--- src/toc_pkg.sv ---
// constants for the timer output compare unit
package toc_pkg;
  // ****************************************
  // register map (byte addresses)
  // ****************************************
  localparam logic [7:0] ADDR_CTRL_A = 8'h00;
  localparam logic [7:0] ADDR_CTRL_B = 8'h04;
  localparam logic [7:0] ADDR_CTRL_C = 8'h08;
  localparam logic [7:0] ADDR_COUNT = 8'h0c;
  localparam logic [7:0] ADDR_CMP_A_LO = 8'h10;
  localparam logic [7:0] ADDR_CMP_A_HI = 8'h14;
  localparam logic [7:0] ADDR_CMP_B_LO = 8'h18;
  localparam logic [7:0] ADDR_CMP_B_HI = 8'h1c;
  localparam logic [7:0] ADDR_FLAGS = 8'h20;
  localparam logic [7:0] ADDR_MASK = 8'h24;
  localparam logic [7:0] ADDR_SERVICE = 8'h28;
  localparam logic [7:0] ADDR_STATE = 8'h2c;
  // ****************************************
  // field positions
  // ****************************************
  localparam int CTRL_A_WGM_LO = 0;
  localparam int CTRL_A_COMB = 4;
  localparam int CTRL_A_COMA = 6;
  localparam int CTRL_B_CS = 0;
  localparam int CTRL_B_WGM_HI = 3;
  localparam int CTRL_C_FOCB = 6;
  localparam int CTRL_C_FOCA = 7;
  localparam int FLAG_OVF = 0;
  localparam int FLAG_CMPA = 1;
  localparam int FLAG_CMPB = 2;
  // ****************************************
  // modes and values
  // ****************************************
  localparam logic [3:0] WGM_NORMAL = 4'h0;
  localparam logic [3:0] WGM_CTC_A = 4'h4;
  localparam logic [3:0] WGM_CTC_ICR = 4'hc;
  localparam logic [3:0] WGM_FAST_A = 4'hf;
  localparam logic [3:0] WGM_PHASE_A = 4'hb;
  localparam logic [3:0] WGM_PFC_A = 4'h9;
  localparam logic [1:0] COM_OFF = 2'h0;
  localparam logic [1:0] COM_TOGGLE = 2'h1;
  localparam logic [1:0] COM_CLEAR = 2'h2;
  localparam logic [1:0] COM_SET = 2'h3;
  localparam logic [2:0] CS_STOP = 3'h0;
  localparam logic [15:0] COUNT_MAX = 16'hffff;
  localparam logic [15:0] COUNT_BOTTOM = 16'h0000;
  localparam logic [15:0] RESET_WORD = 16'h0000;
  localparam logic [31:0] RD_ZERO = 32'h0000_0000;
  typedef enum logic [1:0] {ACT_NONE, ACT_SET, ACT_CLEAR, ACT_TOGGLE} toc_act_type;
endpackage

--- src/toc_channel.sv ---
// one compare channel: double buffer, match and output state
module toc_channel (
  // clock and reset
  input wire logic clk,
  input wire logic rst_n,
  // cpu side
  input wire logic wr_value,
  input wire logic [15:0] wr_data,
  input wire logic force_strobe,
  // counter side
  input wire logic [15:0] count,
  input wire logic tick,
  input wire logic block_match,
  input wire logic buffered,
  input wire logic load_point,
  input wire logic pwm_mode,
  input wire logic count_down,
  input wire logic at_bottom,
  input wire logic [1:0] out_mode,
  // results
  output logic [15:0] value_read,
  output logic [15:0] active_value,
  output logic match_event,
  output logic out_state
);
  logic [15:0] buf_r;
  logic [15:0] cmp_r;
  logic oc_r;
  logic oc_nxt;
  logic [15:0] buf_nxt;
  logic [15:0] cmp_nxt;
  logic equal;
  logic act_match;
  toc_pkg::toc_act_type act;

  // match only counts on a tick and not right after a counter write
  assign equal = (count == cmp_r);
  assign act_match = equal && tick && !block_match;
  assign match_event = act_match;
  // reads see buffer in buffered modes, else the compare register itself
  assign value_read = buffered ? buf_r : cmp_r;
  assign active_value = cmp_r;

  // waveform action from mode; single-slope pwm uses bottom for the opposite edge, dual-slope the match while counting down
  always_comb begin
    act = toc_pkg::ACT_NONE;
    if (act_match || (force_strobe && !pwm_mode)) begin
      case (out_mode)
        toc_pkg::COM_TOGGLE: act = pwm_mode ? toc_pkg::ACT_NONE : toc_pkg::ACT_TOGGLE;
        toc_pkg::COM_CLEAR: act = pwm_mode && count_down ? toc_pkg::ACT_SET
                                                         : toc_pkg::ACT_CLEAR;
        toc_pkg::COM_SET: act = pwm_mode && count_down ? toc_pkg::ACT_CLEAR
                                                       : toc_pkg::ACT_SET;
        default: act = toc_pkg::ACT_NONE;
      endcase
    end else if (pwm_mode && tick && at_bottom && !count_down) begin
      case (out_mode)
        toc_pkg::COM_CLEAR: act = toc_pkg::ACT_SET;
        toc_pkg::COM_SET: act = toc_pkg::ACT_CLEAR;
        default: act = toc_pkg::ACT_NONE;
      endcase
    end
  end

  always_comb begin
    case (act)
      toc_pkg::ACT_SET: oc_nxt = 1'b1;
      toc_pkg::ACT_CLEAR: oc_nxt = 1'b0;
      toc_pkg::ACT_TOGGLE: oc_nxt = !oc_r;
      default: oc_nxt = oc_r;
    endcase
  end

  // only cpu writes change the value; buffer copies at top or bottom
  assign buf_nxt = (wr_value && buffered) ? wr_data : buf_r;
  assign cmp_nxt = (wr_value && !buffered) ? wr_data :
                   (buffered && load_point) ? buf_r : cmp_r;

  // state flops
  always_ff @(posedge clk or negedge rst_n) begin
    if (!rst_n) begin
      buf_r <= toc_pkg::RESET_WORD;
      cmp_r <= toc_pkg::RESET_WORD;
      oc_r <= 1'b0;
    end else begin
      buf_r <= buf_nxt;
      cmp_r <= cmp_nxt;
      oc_r <= oc_nxt;
    end
  end
  assign out_state = oc_r;
endmodule

--- src/toc_top.sv ---
// 16-bit timer with two output compare channels behind an apb slave
//
// Decided for this implementation: the APB interface to the registers and the register addresses.
module toc_top #(
  parameter int PRESCALE = 1
) (
  // clock and reset
  input wire logic CLK_SYS,
  input wire logic RESETN,
  // apb slave
  input wire logic PSEL,
  input wire logic PENABLE,
  input wire logic PWRITE,
  input wire logic [7:0] PADDR,
  input wire logic [31:0] PWDATA,
  output logic [31:0] PRDATA,
  output logic PREADY,
  output logic PSLVERR,
  // port pins
  input wire logic [1:0] PORT_VALUE,
  input wire logic [1:0] PORT_DIR,
  output logic [1:0] PIN_OUT,
  output logic [1:0] PIN_OE,
  // interrupt requests and service acknowledges
  output logic IRQ_CMP_A,
  output logic IRQ_CMP_B,
  output logic IRQ_OVF,
  input wire logic ACK_CMP_A,
  input wire logic ACK_CMP_B,
  input wire logic ACK_OVF
);
  // the prescaler counter is sixteen bits wide, so larger ratios cannot be served
  if (PRESCALE < 1 || PRESCALE > 65536) begin : g_bad_prescale
    $error("PRESCALE must lie between 1 and 65536");
  end

  // ****************************************
  // apb decode
  // ****************************************
  logic wr;
  logic rd_ok;
  logic w_ctrl_a;
  logic w_ctrl_b;
  logic w_ctrl_c;
  logic w_count;
  logic w_a_lo;
  logic w_a_hi;
  logic w_b_lo;
  logic w_b_hi;
  logic w_flags;
  logic w_mask;
  logic w_serv;
  logic [7:0] wb;

  function automatic logic hit(input logic [7:0] a, input logic [7:0] b);
    hit = (a == b);
  endfunction

  assign wr = PSEL && PENABLE && PWRITE;
  assign wb = PWDATA[7:0];
  assign w_ctrl_a = wr && hit(PADDR, toc_pkg::ADDR_CTRL_A);
  assign w_ctrl_b = wr && hit(PADDR, toc_pkg::ADDR_CTRL_B);
  assign w_ctrl_c = wr && hit(PADDR, toc_pkg::ADDR_CTRL_C);
  assign w_count = wr && hit(PADDR, toc_pkg::ADDR_COUNT);
  assign w_a_lo = wr && hit(PADDR, toc_pkg::ADDR_CMP_A_LO);
  assign w_a_hi = wr && hit(PADDR, toc_pkg::ADDR_CMP_A_HI);
  assign w_b_lo = wr && hit(PADDR, toc_pkg::ADDR_CMP_B_LO);
  assign w_b_hi = wr && hit(PADDR, toc_pkg::ADDR_CMP_B_HI);
  assign w_flags = wr && hit(PADDR, toc_pkg::ADDR_FLAGS);
  assign w_mask = wr && hit(PADDR, toc_pkg::ADDR_MASK);
  assign w_serv = wr && hit(PADDR, toc_pkg::ADDR_SERVICE);
  assign rd_ok = hit(PADDR, toc_pkg::ADDR_CTRL_A) || hit(PADDR, toc_pkg::ADDR_CTRL_B) ||
                 hit(PADDR, toc_pkg::ADDR_CTRL_C) || hit(PADDR, toc_pkg::ADDR_COUNT) ||
                 hit(PADDR, toc_pkg::ADDR_CMP_A_LO) || hit(PADDR, toc_pkg::ADDR_CMP_A_HI) ||
                 hit(PADDR, toc_pkg::ADDR_CMP_B_LO) || hit(PADDR, toc_pkg::ADDR_CMP_B_HI) ||
                 hit(PADDR, toc_pkg::ADDR_FLAGS) || hit(PADDR, toc_pkg::ADDR_MASK) ||
                 hit(PADDR, toc_pkg::ADDR_SERVICE) || hit(PADDR, toc_pkg::ADDR_STATE);
  // zero wait states; unmapped addresses answer with an error
  assign PREADY = 1'b1;
  assign PSLVERR = PSEL && PENABLE && !rd_ok;

  // ****************************************
  // control registers
  // ****************************************
  logic [7:0] timer_ctrl_a_r;
  logic [7:0] timer_ctrl_b_r;
  logic [7:0] temp_hi_r;
  logic [2:0] timer_irq_mask_reg_r;
  logic [3:0] waveform_mode_sel;
  logic [1:0] com_a;
  logic [1:0] com_b;
  logic [2:0] clk_sel;

  assign waveform_mode_sel = {timer_ctrl_b_r[toc_pkg::CTRL_B_WGM_HI +: 2],
                              timer_ctrl_a_r[toc_pkg::CTRL_A_WGM_LO +: 2]};
  assign com_a = timer_ctrl_a_r[toc_pkg::CTRL_A_COMA +: 2];
  assign com_b = timer_ctrl_a_r[toc_pkg::CTRL_A_COMB +: 2];
  assign clk_sel = timer_ctrl_b_r[toc_pkg::CTRL_B_CS +: 3];

  // output mode changes act at once, no buffering
  always_ff @(posedge CLK_SYS or negedge RESETN) begin
    if (!RESETN) begin
      timer_ctrl_a_r <= 8'h00;
      timer_ctrl_b_r <= 8'h00;
      timer_irq_mask_reg_r <= 3'h0;
    end else begin
      if (w_ctrl_a) timer_ctrl_a_r <= wb;
      if (w_ctrl_b) timer_ctrl_b_r <= wb;
      if (w_mask) timer_irq_mask_reg_r <= wb[2:0];
    end
  end

  // shared high byte latch, filled by either high byte write
  always_ff @(posedge CLK_SYS or negedge RESETN) begin
    if (!RESETN) temp_hi_r <= 8'h00;
    else if (w_a_hi || w_b_hi) temp_hi_r <= wb;
  end

  // ****************************************
  // timer tick from the prescaler
  // ****************************************
  logic [15:0] pre_r;
  logic tick;
  logic pre_wrap;
  assign pre_wrap = (pre_r == 16'(PRESCALE - 1));
  assign tick = (clk_sel != toc_pkg::CS_STOP) && pre_wrap;
  always_ff @(posedge CLK_SYS or negedge RESETN) begin
    if (!RESETN) pre_r <= 16'h0000;
    else if (clk_sel == toc_pkg::CS_STOP || pre_wrap) pre_r <= 16'h0000;
    else pre_r <= pre_r + 16'h0001;
  end

  // ****************************************
  // mode decode
  // ****************************************
  logic pwm_mode;
  logic a_is_top;
  logic dual_slope;
  logic [15:0] top_val;
  logic [15:0] cmp_a_act;
  logic [15:0] timer_count_r;
  logic dir_down_r;
  logic at_top;
  logic at_bottom;
  logic load_point;

  // pwm is everything except normal and the two clear-on-match modes
  assign pwm_mode = !(waveform_mode_sel == toc_pkg::WGM_NORMAL ||
                      waveform_mode_sel == toc_pkg::WGM_CTC_A ||
                      waveform_mode_sel == toc_pkg::WGM_CTC_ICR);
  assign a_is_top = (waveform_mode_sel == toc_pkg::WGM_CTC_A) ||
                    (waveform_mode_sel == toc_pkg::WGM_FAST_A) ||
                    (waveform_mode_sel == toc_pkg::WGM_PHASE_A) ||
                    (waveform_mode_sel == toc_pkg::WGM_PFC_A);
  assign dual_slope = (waveform_mode_sel == toc_pkg::WGM_PHASE_A) ||
                      (waveform_mode_sel == toc_pkg::WGM_PFC_A);
  // other modes have no top source here, so they run to max
  assign top_val = a_is_top ? cmp_a_act : toc_pkg::COUNT_MAX;
  assign at_top = (timer_count_r == top_val);
  assign at_bottom = (timer_count_r == toc_pkg::COUNT_BOTTOM);
  assign load_point = tick && (dual_slope ? at_bottom : at_top);

  // ****************************************
  // counter
  // ****************************************
  logic [15:0] count_nxt;
  logic dir_nxt;
  logic block_r;
  logic [15:0] count_wdata;

  assign count_wdata = PWDATA[15:0];
  always_comb begin
    count_nxt = timer_count_r;
    dir_nxt = dir_down_r;
    if (w_count) begin
      count_nxt = count_wdata;
    end else if (tick) begin
      if (dual_slope) begin
        if (!dir_down_r && at_top) begin
          dir_nxt = 1'b1;
          count_nxt = timer_count_r - 16'h0001;
        end else if (dir_down_r && at_bottom) begin
          dir_nxt = 1'b0;
          count_nxt = timer_count_r + 16'h0001;
        end else begin
          count_nxt = dir_down_r ? timer_count_r - 16'h0001 : timer_count_r + 16'h0001;
        end
      end else if (a_is_top && at_top) begin
        count_nxt = toc_pkg::COUNT_BOTTOM;
      end else begin
        count_nxt = timer_count_r + 16'h0001;
      end
    end
  end

  // a counter write arms blocking until the next tick has passed
  always_ff @(posedge CLK_SYS or negedge RESETN) begin
    if (!RESETN) begin
      timer_count_r <= toc_pkg::RESET_WORD;
      dir_down_r <= 1'b0;
      block_r <= 1'b0;
    end else begin
      timer_count_r <= count_nxt;
      dir_down_r <= dir_nxt;
      if (w_count) block_r <= 1'b1;
      else if (tick) block_r <= 1'b0;
    end
  end

  // ****************************************
  // channels
  // ****************************************
  logic [1:0] match;
  logic [1:0] oc_state;
  logic [15:0] rd_a;
  logic [15:0] rd_b;
  logic force_a;
  logic force_b;
  logic [15:0] cmp_wdata;

  assign cmp_wdata = {temp_hi_r, wb};
  assign force_a = w_ctrl_c && wb[toc_pkg::CTRL_C_FOCA];
  assign force_b = w_ctrl_c && wb[toc_pkg::CTRL_C_FOCB];

  toc_channel u_cha (
    .clk(CLK_SYS),
    .rst_n(RESETN),
    .wr_value(w_a_lo),
    .wr_data(cmp_wdata),
    .force_strobe(force_a),
    .count(timer_count_r),
    .tick(tick),
    .block_match(block_r),
    .buffered(pwm_mode),
    .load_point(load_point),
    .pwm_mode(pwm_mode),
    .count_down(dir_down_r),
    .at_bottom(at_bottom),
    .out_mode(com_a),
    .value_read(rd_a),
    .active_value(cmp_a_act),
    .match_event(match[0]),
    .out_state(oc_state[0])
  );

  toc_channel u_chb (
    .clk(CLK_SYS),
    .rst_n(RESETN),
    .wr_value(w_b_lo),
    .wr_data(cmp_wdata),
    .force_strobe(force_b),
    .count(timer_count_r),
    .tick(tick),
    .block_match(block_r),
    .buffered(pwm_mode),
    .load_point(load_point),
    .pwm_mode(pwm_mode),
    .count_down(dir_down_r),
    .at_bottom(at_bottom),
    .out_mode(com_b),
    .value_read(rd_b),
    .active_value(),
    .match_event(match[1]),
    .out_state(oc_state[1])
  );

  // ****************************************
  // flags and interrupt requests
  // ****************************************
  logic [2:0] timer_flag_reg_r;
  logic [2:0] flag_set;
  logic [2:0] flag_clr;
  logic [2:0] ack;
  logic wrap;

  // overflow on the tick where the count goes from max to zero
  assign wrap = tick && !w_count && (timer_count_r == toc_pkg::COUNT_MAX) && !dual_slope;
  assign flag_set = {match[1], match[0], wrap};
  assign ack = {ACK_CMP_B, ACK_CMP_A, ACK_OVF};
  // write one to clear, or clear on service; a same-cycle set wins
  assign flag_clr = (w_flags ? wb[2:0] : 3'h0) | ack | (w_serv ? wb[2:0] : 3'h0);

  always_ff @(posedge CLK_SYS or negedge RESETN) begin
    if (!RESETN) timer_flag_reg_r <= 3'h0;
    else timer_flag_reg_r <= flag_set | (timer_flag_reg_r & ~flag_clr);
  end

  assign IRQ_OVF = timer_flag_reg_r[toc_pkg::FLAG_OVF] && timer_irq_mask_reg_r[toc_pkg::FLAG_OVF];
  assign IRQ_CMP_A = timer_flag_reg_r[toc_pkg::FLAG_CMPA] &&
                     timer_irq_mask_reg_r[toc_pkg::FLAG_CMPA];
  assign IRQ_CMP_B = timer_flag_reg_r[toc_pkg::FLAG_CMPB] &&
                     timer_irq_mask_reg_r[toc_pkg::FLAG_CMPB];

  // ****************************************
  // port override
  // ****************************************
  // direction always stays with the port; only the value is replaced
  assign PIN_OUT[0] = (com_a != toc_pkg::COM_OFF) ? oc_state[0] : PORT_VALUE[0];
  assign PIN_OUT[1] = (com_b != toc_pkg::COM_OFF) ? oc_state[1] : PORT_VALUE[1];
  assign PIN_OE = PORT_DIR;

  // ****************************************
  // read mux
  // ****************************************
  logic [31:0] rd_mux;
  always_comb begin
    case (PADDR)
      toc_pkg::ADDR_CTRL_A: rd_mux = {24'h000000, timer_ctrl_a_r};
      toc_pkg::ADDR_CTRL_B: rd_mux = {24'h000000, timer_ctrl_b_r};
      toc_pkg::ADDR_CTRL_C: rd_mux = toc_pkg::RD_ZERO;
      toc_pkg::ADDR_COUNT: rd_mux = {16'h0000, timer_count_r};
      toc_pkg::ADDR_CMP_A_LO: rd_mux = {24'h000000, rd_a[7:0]};
      toc_pkg::ADDR_CMP_A_HI: rd_mux = {24'h000000, rd_a[15:8]};
      toc_pkg::ADDR_CMP_B_LO: rd_mux = {24'h000000, rd_b[7:0]};
      toc_pkg::ADDR_CMP_B_HI: rd_mux = {24'h000000, rd_b[15:8]};
      toc_pkg::ADDR_FLAGS: rd_mux = {29'h00000000, timer_flag_reg_r};
      toc_pkg::ADDR_MASK: rd_mux = {29'h00000000, timer_irq_mask_reg_r};
      toc_pkg::ADDR_STATE: rd_mux = {30'h00000000, oc_state};
      default: rd_mux = toc_pkg::RD_ZERO;
    endcase
  end

  // read data registered in the setup cycle, valid during access
  always_ff @(posedge CLK_SYS or negedge RESETN) begin
    if (!RESETN) PRDATA <= toc_pkg::RD_ZERO;
    else if (PSEL && !PENABLE && !PWRITE) PRDATA <= rd_mux;
  end
endmodule

--- config.mk ---
export PLATFORM = sky130hd
export DESIGN_NAME = toc_top
export DESIGN_NICKNAME = d
export VERILOG_FILES = /design/src/toc_pkg.sv /design/src/toc_channel.sv /design/src/toc_top.sv
export SDC_FILE = /design/constraint.sdc
export NUM_CORES = 1
export LEC_CHECK = 0
export BUFFER_PORTS_ARGS = -buffer_cell sky130_fd_sc_hd__buf_2
export CELL_PAD_IN_SITES_DETAIL_PLACEMENT = 1
export CELL_PAD_IN_SITES_GLOBAL_PLACEMENT = 2
export CORE_ASPECT_RATIO = 1.1
export CORE_MARGIN = 4
export CORE_UTILIZATION = 41
export CTS_CLUSTER_DIAMETER = 40
export CTS_CLUSTER_SIZE = 20
export DETAILED_ROUTE_END_ITERATION = 8
export GPL_TIMING_DRIVEN = 0
export HOLD_SLACK_MARGIN = 0.12
export PLACE_DENSITY = 0.95
export SYNTH_ARGS = -nofsm -noshare
export SYNTH_HDL_FRONTEND = slang
export SYNTH_SLANG_ARGS = --single-unit
--- constraint.sdc ---
create_clock -name CLK_SYS -period 4.7 [get_ports CLK_SYS]
set_input_delay 0.235 -clock CLK_SYS [delete_from_list [all_inputs] [get_ports CLK_SYS]]
set_output_delay 0.235 -clock CLK_SYS [all_outputs]
set_load 0.005 [all_outputs]
Word level (Yosys, flattened, before mapping):

Cells that the tools add are included.

* bits of input ports: 52
* register bits after elaboration: 162
* output and inout port bits: 41
* logic and storage cells: 185

* reduce and logical (&&, ||, !) cells: 90
* mux-type cells: 38
* equality and inequality tests: 32
* bitwise operators: 6
* add/sub/neg operators: 3

Operator list (number)
* $mux W16: 15
* $pmux W16 S10: 1
* $eq A16 B16 Y1: 3
* $logic_and A1 B1 Y1: 44
* $add A16 B1 Y16 const B: 2
* $eq A8 B5 Y1 const B: 4
* $eq A8 B6 Y1 const B: 4
* $logic_not A16 Y1: 2
* $logic_or A1 B1 Y1: 21
* $eq A16 B16 Y1 const B: 1
* $eq A2 B2 Y1 const B: 8
* $eq A4 B4 Y1 const B: 4
* $eq A8 B4 Y1 const B: 2
* $sub A16 B1 Y16 const B: 1
* $mux W2: 7
* $pmux W2 S3: 2
* $reduce_bool A2 Y1: 6
* $logic_not A1 Y1: 10
* $or A3 B3 Y3: 3
* $reduce_bool A3 Y1: 3
* $eq A2 B1 Y1 const B: 4
* $eq A8 B3 Y1 const B: 1
* $logic_not A8 Y1: 1
* $pmux W2 S2: 2
* other kinds (10): 18

Depth between registers and ports, before layout:

Gate-level depths: netlist of the first run.

* depth after elaboration: 14
* gate-level depth with buffers: 11
* gate-level depth less buffers: 10

Hierarchy:

Synthesis of the first run repeated with hierarchy kept, for this count alone.

* cell total of the unflattened synthesis: 958
* area total of the unflattened synthesis: 9150.0 um^2

Modules (own cells, without submodules)
* toc_top: seq. area each 2001.9 um^2, area an instance 5526.6 um^2, instances 1, cells an instance 634
* toc_channel: seq. area each 825.8 um^2, area an instance 1811.7 um^2, instances 2, cells an instance 162

Worst setup path before layout of the first run:

Ideal clock, no wire load.

* path type: register -> register
* start: reg timer_ctrl_a_r[0]
* end: reg timer_count_r[11]
* path slack: 2.239 ns
* stages on the path, launching flop included: 11
* arrival: 2.339 ns
* buffers on the path: 2
* setup time: 0.122 ns
* period minus slack after synthesis: 2.461 ns
* data required time: 4.578 ns
* path through: dfrtp_1 > buf_6 > or4b_4 > o21a_1 > a31oi_1 > nor3_1 > nor2_4 > buf_6 > mux2i_1 > mux2i_1 > nand2_1

* longest elaborated chain between the ends: 11
* elaborated cells on any way between the ends: 17
* those cells by class: eq/ne (5); mux (6); reduce/logical (6)

Ends and longest elaborated chain
* start: declaration: RTL line toc_top.sv:85 `logic [7:0] timer_ctrl_a_r;`
* start signal: assignment: RTL line toc_top.sv:107 `if (w_ctrl_a) timer_ctrl_a_r <= wb;`
* $eq A4 B3 Y1 / $eq A4 B4 Y1 (equally long branches): RTL line toc_top.sv:151, toc_top.sv:152
* $logic_or A1 B1 Y1: RTL line toc_top.sv:151 `assign a_is_top = (waveform_mode_sel == toc_pkg::WGM_CTC_A) ||`
* $logic_or A1 B1 Y1: RTL line toc_top.sv:152 `(waveform_mode_sel == toc_pkg::WGM_FAST_A) ||`
* $logic_or A1 B1 Y1: RTL line toc_top.sv:153 `(waveform_mode_sel == toc_pkg::WGM_PHASE_A) ||`
* $mux W16: RTL line toc_top.sv:158 `assign top_val = a_is_top ? cmp_a_act : toc_pkg::COUNT_MAX;`
* $eq A16 B16 Y1: RTL line toc_top.sv:159 `assign at_top = (timer_count_r == top_val);`
* $logic_and A1 B1 Y1, on equally long branches: RTL line toc_top.sv:188, toc_top.sv:179
* $mux W16, on equally long branches: RTL line toc_top.sv:188, toc_top.sv:179
* $mux W16 *: RTL line toc_top.sv:178 `if (dual_slope) begin`
* $mux W16 *: RTL line toc_top.sv:177 `end else if (tick) begin`
* $mux W16 *: RTL line toc_top.sv:175 `if (w_count) begin`
* end signal: assignment: RTL line toc_top.sv:199 `timer_count_r <= toc_pkg::RESET_WORD;`
* end signal: assignment: RTL line toc_top.sv:203 `timer_count_r <= count_nxt;`
* end: declaration: RTL line toc_top.sv:141 `logic [15:0] timer_count_r;`

Mark *: on every way between the ends. The rest lies on a longest branch, timed or not. The select of a mux whose other input is x is not followed.
A chain may end at the register's enable or synchronous reset.

Worst setup path in the final report of the first run:

* start: reg timer_count_r[14]
* end: reg timer_count_r[2]

* longest elaborated chain between the ends: 7
* elaborated cells on any way between the ends: 11
* those cells by class: eq/ne (1); mux (6); reduce/logical (4)

Ends and longest elaborated chain
* $logic_not A16 Y1: RTL line toc_top.sv:160 `assign at_bottom = (timer_count_r == toc_pkg::COUNT_BOTTOM);`
* $logic_and A1 B1 Y1: RTL line toc_top.sv:182 `end else if (dir_down_r && at_bottom) begin`
* $mux W16: RTL line toc_top.sv:182
* $mux W16: RTL line toc_top.sv:179 `if (!dir_down_r && at_top) begin`
* $mux W16 *: RTL line toc_top.sv:178
* $mux W16 *: RTL line toc_top.sv:177
* $mux W16 *: RTL line toc_top.sv:175

Marked as above.

==> results of run 1 <==
## per-layer routing
| layer | vias to the layer above | wire (um) |
|---|---|---|
| met2 | 255 | 14860 |
| li1 | 3449 | - |
| met3 | 83 | 1406 |
| met4 | 0 | 1314 |
| met1 | 3938 | 12990 |
| met5 | - | 0 |
## flip-flops by register name, summed over array words and instances, names as in the netlist
signal                flops
temp_hi_r                 8
u_chb.out_state           1
PRDATA                   16
timer_irq_mask_reg_r      3
pre_r                    16
timer_ctrl_a_r            8
u_chb.buf_r              16
u_cha.buf_r              16
dir_down_r                1
timer_count_r            16
u_chb.active_value       16
u_cha.active_value       16
block_r                   1
timer_ctrl_b_r            8
u_cha.out_state           1
timer_flag_reg_r          3
## stage by stage
step / utilization (%) / instances / setup slack [ns] / hold slack [ns] / power (mW)
after CTS: 48.91 / 1304 / 1.526 / 0.1543 / 3.238
after floorplan: - / 923 / 2.239 / -0.06059 / 1.614
after global routing: 48.91 / 1304 / 1.334 / 0.1582 / 3.346
after global placement: 45.24 / 1260 / 1.186 / 0.4444 / 1.770
after detailed placement: 45.40 / 1261 / 1.564 / 0.2170 / 1.784
final: 48.91 / 1304 / 1.430 / 0.1620 / 3.236
## cell families (layout without fill, tap and decap cells)
logic type	count (synthesis)	count (layout)	synth area share, %
simple gates	323	323	18.49
compound gates	179	179	14.88
flops	146	146	42.01
mux	123	123	15.06
buf+inv	101	197	5.841
xor+xnor	29	29	2.920
fa+ha+maj	5	5	0.7193
other cells	2	17	0.08635
## power breakdown
group	internal (mW)	switching, mW
Clock	0.859	0.589
Sequential	1.29	0.0425
Combinational	0.151	0.303
Total	2.30	0.934
## worst max path at each step
| stage | start | endpoint | depth (start not counted) |
|---|---|---|---|
| CTS | timer_count_r[14] | timer_count_r[2] | 7 |
| floorplan | timer_ctrl_a_r[0] | timer_count_r[11] | 10 |
| finish | timer_count_r[14] | timer_count_r[2] | 7 |
| global route | timer_count_r[14] | timer_count_r[2] | 7 |
| global placement | RESETN | temp_hi_r[3] | 1 |
| detailed placement | timer_count_r[14] | timer_count_r[10] | 7 |
## area by class of cell
type	count	area share [%]
clock inverter	13	1.717
timing repair buffer	64	3.989
inverter	22	0.8151
tap	285	3.520
clock buffer	19	4.372
buffer	79	4.199
multi-input combinational	676	45.33
sequential	146	36.06
## what timing repair did
action / CTS / global route
setup buffers: 0 / 0
endpoints found under the hold margin: 56 / 0
resized for setup: 0 / 0
hold buffers: 11 / 0
## cell usage in the layout, fill, tap and decap left out, types with 6 or more instances in the layout
cell type      count
nand4_1            9
nor3b_1            6
a22oi_1           28
and3_1            16
nor2_1            53
o21ai_1           35
a221oi_1          13
and2_1             7
nand2_1          126
a222oi_1           7
dfrtp_1          146
conb_1            17
clkbuf_1          37
mux2i_1           60
a22o_1            16
o21ai_0           23
nor4_1            10
nor3_1            19
nand3_1           21
clkbuf_16         17
xor2_1            25
nor2b_1           13
mux2_2            62
nand2b_1           7
inv_1             20
a21oi_1           17
or3_1              8
buf_4             24
buf_2             64
dlygate4sd3_1     11
## critical path: stages (launching register included)
cell	delay, ns
dfrtp_1	0.40
clkbuf_1	0.55
o2111ai_1	0.40
nor4_1	1.01
a31oi_1	0.21
mux2_1	0.37
nand3_1	0.09
a31oi_1	0.09
==> flow_summary_export.csv, run 1 <==
group,metric,value,unit
layout,drive_gt1_share,20.12,%
power,p_leak,4.637,nW
layout,diodes,0,
grt,grt_first_pass_wirelength,47200,um
layout,nNetsFinal,1063,
routing,vias,7725,
routing,drt-wirelength-per-cell,23.44,um
routing,drc,0,
grt,grt_util_met2,43.55,%
clock_network,clock_path_buffers,2,
yosys,yosysTopAreaCellShare,42.01,%
placement,postPlaceCellArea,9404,um^2
power,max-vdd-ir-drop,0.3052,mV
yosys,syn_avg_cell_area,9.578,um^2
timing,worst_pin_slew,1.077,ns
grt,busiest_layer,"met2",
clock_network,clk_latency,0.44,ns
grt,grt_util_met3,3.809,%
clock_network,root_buffer,"clkbuf_16",
timing,slew_violations,0,
routing,drtIter0Drc,647,
routing,ant_nets,0,
clock_network,cts.sinks,146,
yosys,yosysSeqAreaShare,42.01,%
worst_setup_path,start_kind,"flip-flop",
timing,fin_skew,0.01000,ns
timing,min_period_over_period,69.57,%
worst_setup_path,arrival,3.56,ns
layout,multi_input_area,4592,um^2
clock_network,htreeDepth,4,
routing,first_pass_iters,5,
clock_network,clkTransAtPathRegs,0.07,ns
clock_network,cts-buffers-inserted,17,
timing,setup-tns-final,0,ns
floorplan,boundaryPins,93,
yosys,yosys-top-cells-count,"dfrtp_1, nand2_1, mux2_2, mux2i_1, nor2_1",
yosys,synth_cell_type_count,72,
status,outcome,"finished, final reports clean",
layout,areaGrowthSynthToFinish,16.49,%
grt,gr-total-overflow,0,
timing,period_minus_slack,3.270,ns
yosys,netlist_area,8697,um^2
hold_path,hold_end,"timer_flag_reg_r[0]",
layout,seqCellArea,3654,um^2
placement,hpwl,21840,um
hold_path,hp-class,"input port to flip-flop",
placement,place_congestion,0.9474,
grt,antenna_found_initial,0,
layout,finish.instance_area,10130,um^2
timing,rsz0062_at_grt,"no",
timing,hold_viol_final,0,
worst_setup_path,r2r_end,"timer_count_r[2]",
yosys,synthArstFlopShare,100.0,%
routing,drt_wl_total,30570,um
hold_path,worst_hold_startpoint,"ACK_OVF",
grt,grt_use_met1,32.65,%
yosys,syn_inst,908,
worst_setup_path,critical_path_class,"flip-flop to flip-flop",
hold_path,hold-path-cell-count,3,
yosys,synth_most_common_cell,"dfrtp_1",
floorplan,die_x,146.9,um
worst_setup_path,r2r_start,"timer_count_r[14]",
placement,numPortBuffers,52,
worst_setup_path,worst_r2r_path_depth,7,
floorplan,initial_utilization,41.99,%
timing,fmax,305.8,MHz
yosys,ys_ff_latch,146,
power,powerDensity,319.4,nW/um^2
yosys,synth_area_leaders,"dfrtp_1, mux2_2, mux2i_1",
layout,fill_cells,2426,
grt,grt_pass1_vias,8136,
timing,finalSetupViolCount,0,
yosys,synth_flop_cell,"dfrtp_1",
floorplan,dieArea,23610,um^2
worst_setup_path,reg2reg_slack,1.43,ns
floorplan,rows,55,
worst_setup_path,required,4.99,ns
clock_network,cts_tree,"built",
routing,avgViaCountPerCell,5.924,
grt,grt_max_degree,101,
yosys,yosysWarnings,0,
grt,grtUsageTotal,25.83,%
timing,relSlewSlack,27.56,%
yosys,synth_top_area_cell,"dfrtp_1",
floorplan,core_area,20710,um^2
yosys,synth_edf_count,0,
flow_run,max_cap_viol_count,0,
worst_setup_path,endpoint_kind,"flip-flop",
worst_setup_path,cp_max_fo,10,
floorplan,die_h,160.8,um
Note: power is estimated with default switching activity, not from simulation.
==> run 2, diff against run 1 <==
CORE_UTILIZATION = 34   (was 41)
PLACE_DENSITY = 0.88   (was 0.95)
clock period = 2.79 ns   (was 4.7 ns; I/O delays follow)
==> flow_summary_export.csv, run 2 (same netlist as run 1, synthesis figures left out) <==
group,metric,value,unit
layout,diodes,0,
clock_network,cts_tree,"built",
floorplan,boundaryPins,93,
hold_path,hp-class,"input port to flip-flop",
worst_setup_path,start_kind,"flip-flop",
floorplan,core_area,25260,um^2
worst_setup_path,endpoint_kind,"flip-flop",
placement,place_congestion,0.9159,
worst_setup_path,critPathTopFamily,"simple AND/OR/NAND/NOR gates",
worst_setup_path,cpPeakStageDelay,0.56,ns
placement,numPortBuffers,52,
grt,antenna_found_initial,0,
timing,fmax,366.6,MHz
routing,drt_wl_total,31520,um
worst_setup_path,cp_max_fo,8,
power,power,5.361,mW
hold_path,hold_end,"PRDATA[2]",
routing,drc,0,
clock_network,root_buffer,"clkbuf_16",
routing,avgViaCountPerCell,5.632,
worst_setup_path,cpMaxStageDelayCell,"or4b_4",
power,max-vdd-ir-drop,0.4299,mV
worst_setup_path,crit_chain,"buf_6 -> or4b_4 -> o21ai_4 -> nand3_1 -> or4_4 -> buf_8 -> and3_4 -> and2_1 -> mux2i_2 -> nand2_1",
timing,hold_viol_final,0,
floorplan,rows,61,
worst_setup_path,required,3.10,ns
hold_path,worst_hold_startpoint,"PADDR[0]",
floorplan,die_x,160.5,um
grt,grt_pass1_vias,8124,
worst_setup_path,arrival,3.04,ns
clock_network,cts-buffers-inserted,17,
layout,final_common_cell,"dfrtp_1",
layout,fin_cells,1384,
routing,first_pass_iters,7,
power,p_leak,4.797,nW
routing,vias,7795,
hold_path,hold-path-cell-count,4,
worst_setup_path,critical_path_class,"flip-flop to flip-flop",
timing,min_period_over_period,97.78,%
layout,drive_gt1_share,24.95,%
timing,fin_skew,0.01766,ns
routing,ant_nets,0,
timing,finalSetupViolCount,0,
placement,placed_cells,1322,
timing,worst_pin_slew,1.132,ns
placement,hpwl,22490,um
routing,drt-wirelength-per-cell,22.78,um
placement,pre_cts_ws,-0.4536,ns
clock_network,cts.sinks,146,
timing,setup-tns-final,0,ns
worst_setup_path,crit_buf_inv,2,
floorplan,initial_utilization,34.43,%
grt,grt_max_degree,78,
floorplan,die_h,175.7,um
worst_setup_path,worst_r2r_path_depth,10,
worst_setup_path,cp.depth,10,
power,powerDensity,502.3,nW/um^2
worst_setup_path,r2r_end,"timer_count_r[11]",
clock_network,clock_path_buffers,2,
timing,fin_ws,0.06203,ns
layout,areaGrowthSynthToFinish,22.72,%
routing,drtIter0Drc,697,
grt,gr-total-overflow,0,
grt,grtUsageTotal,22.15,%
timing,slew_violations,0,
grt,grt_first_pass_wirelength,48180,um
timing,relSlewSlack,23.91,%
worst_setup_path,r2r_start,"timer_ctrl_a_r[0]",
layout,layout_common_cells,"dfrtp_1, nand2_1, mux2_2",
worst_setup_path,reg2reg_slack,0.06,ns
layout,nNetsFinal,1083,
timing,period_minus_slack,2.728,ns
clock_network,clkTransAtPathRegs,0.06,ns
status,outcome,"finished, final reports clean",
floorplan,dieArea,28210,um^2
clock_network,htreeDepth,4,
flow_run,max_cap_viol_count,0,
clock_network,clk_latency,0.44,ns
-- run 2: cell count changes in the layout (fill, tap and decap cells not counted), moves of 3 or more --
cell / previous run / this run
nor2_2: 0 / 4
buf_4: 24 / 39
clkbuf_2: 0 / 6
mux2i_2: 0 / 3
mux2i_4: 0 / 3
clkbuf_1: 37 / 28
clkinv_2: 1 / 4
nor2_1: 53 / 48
nor3_1: 19 / 15
mux2i_1: 60 / 54
buf_2: 64 / 57
dlygate4sd3_1: 11 / 16
buf_6: 4 / 8
-- run 2: area by class of cell --
cell class	instances	area [um^2]
Fill cell	2847	14590
Timing Repair Buffer	86	626.9
Inverter	22	82.58
Sequential cell	146	3655
Multi-Input combinational cell	676	4835
Clock inverter	13	137.6
Tap cell	346	432.9
Buffer	77	474.2
Clock buffer	18	429.2
-- run 2: timing repair --
item	CTS	global route
endpoints found under the setup margin	46	65
gates resized for setup	15	64
hold buffers	16	0
pin swaps	3	13
buffers inserted	3	13
cloned	0	1
endpoints found under the hold margin	88	0
-- run 2: worst reg2reg max path, delay by kind of cell, from the launching register on --
family,cells,cell delay [ns]
AOI/OAI and AO/OA,1,0.10
and+or+nand+nor,6,1.62
buffers and inverters,2,0.30
muxes,1,0.21
DFF,1,0.38
-- run 2: per-stage QoR --
step	hold WS [ns]	cell area [um^2]	utilization, %
floorplan	-0.1561	8753	-
global placement	0.3530	9447	37.39
detailed placement	0.2011	9480	37.53
CTS	0.1248	10280	40.69
global route	0.2039	10670	42.25
finish	0.1315	10670	42.25
-- run 2: power breakdown --
part	internal, mW	switching [mW]	total (mW)
Sequential	2.18	0.0723	2.25
Clock	1.31	0.986	2.30
Combinational	0.285	0.530	0.815
Total	3.77	1.59	5.36
-- run 2: per-layer routing --
layer	routed length, um	part of all wire [%]	track usage (%)
met1	13390	42	28.49
met3	1373	4.4	3.215
met2	15670	50	37.61
met4	1092	3.5	8.785
met5	0	0	0
-- run 2: how the worst max path moves through the flow --
| stage | startpoint | to |
|---|---|---|
| global placement | RESETN | u_cha.buf_r[6] |
| detailed placement | timer_count_r[14] | timer_count_r[2] |
| CTS | timer_count_r[4] | timer_count_r[2] |
| finish | timer_ctrl_a_r[0] | timer_count_r[11] |
| global route | pre_r[0] | u_chb.active_value[6] |
| floorplan | timer_ctrl_a_r[0] | timer_count_r[11] |
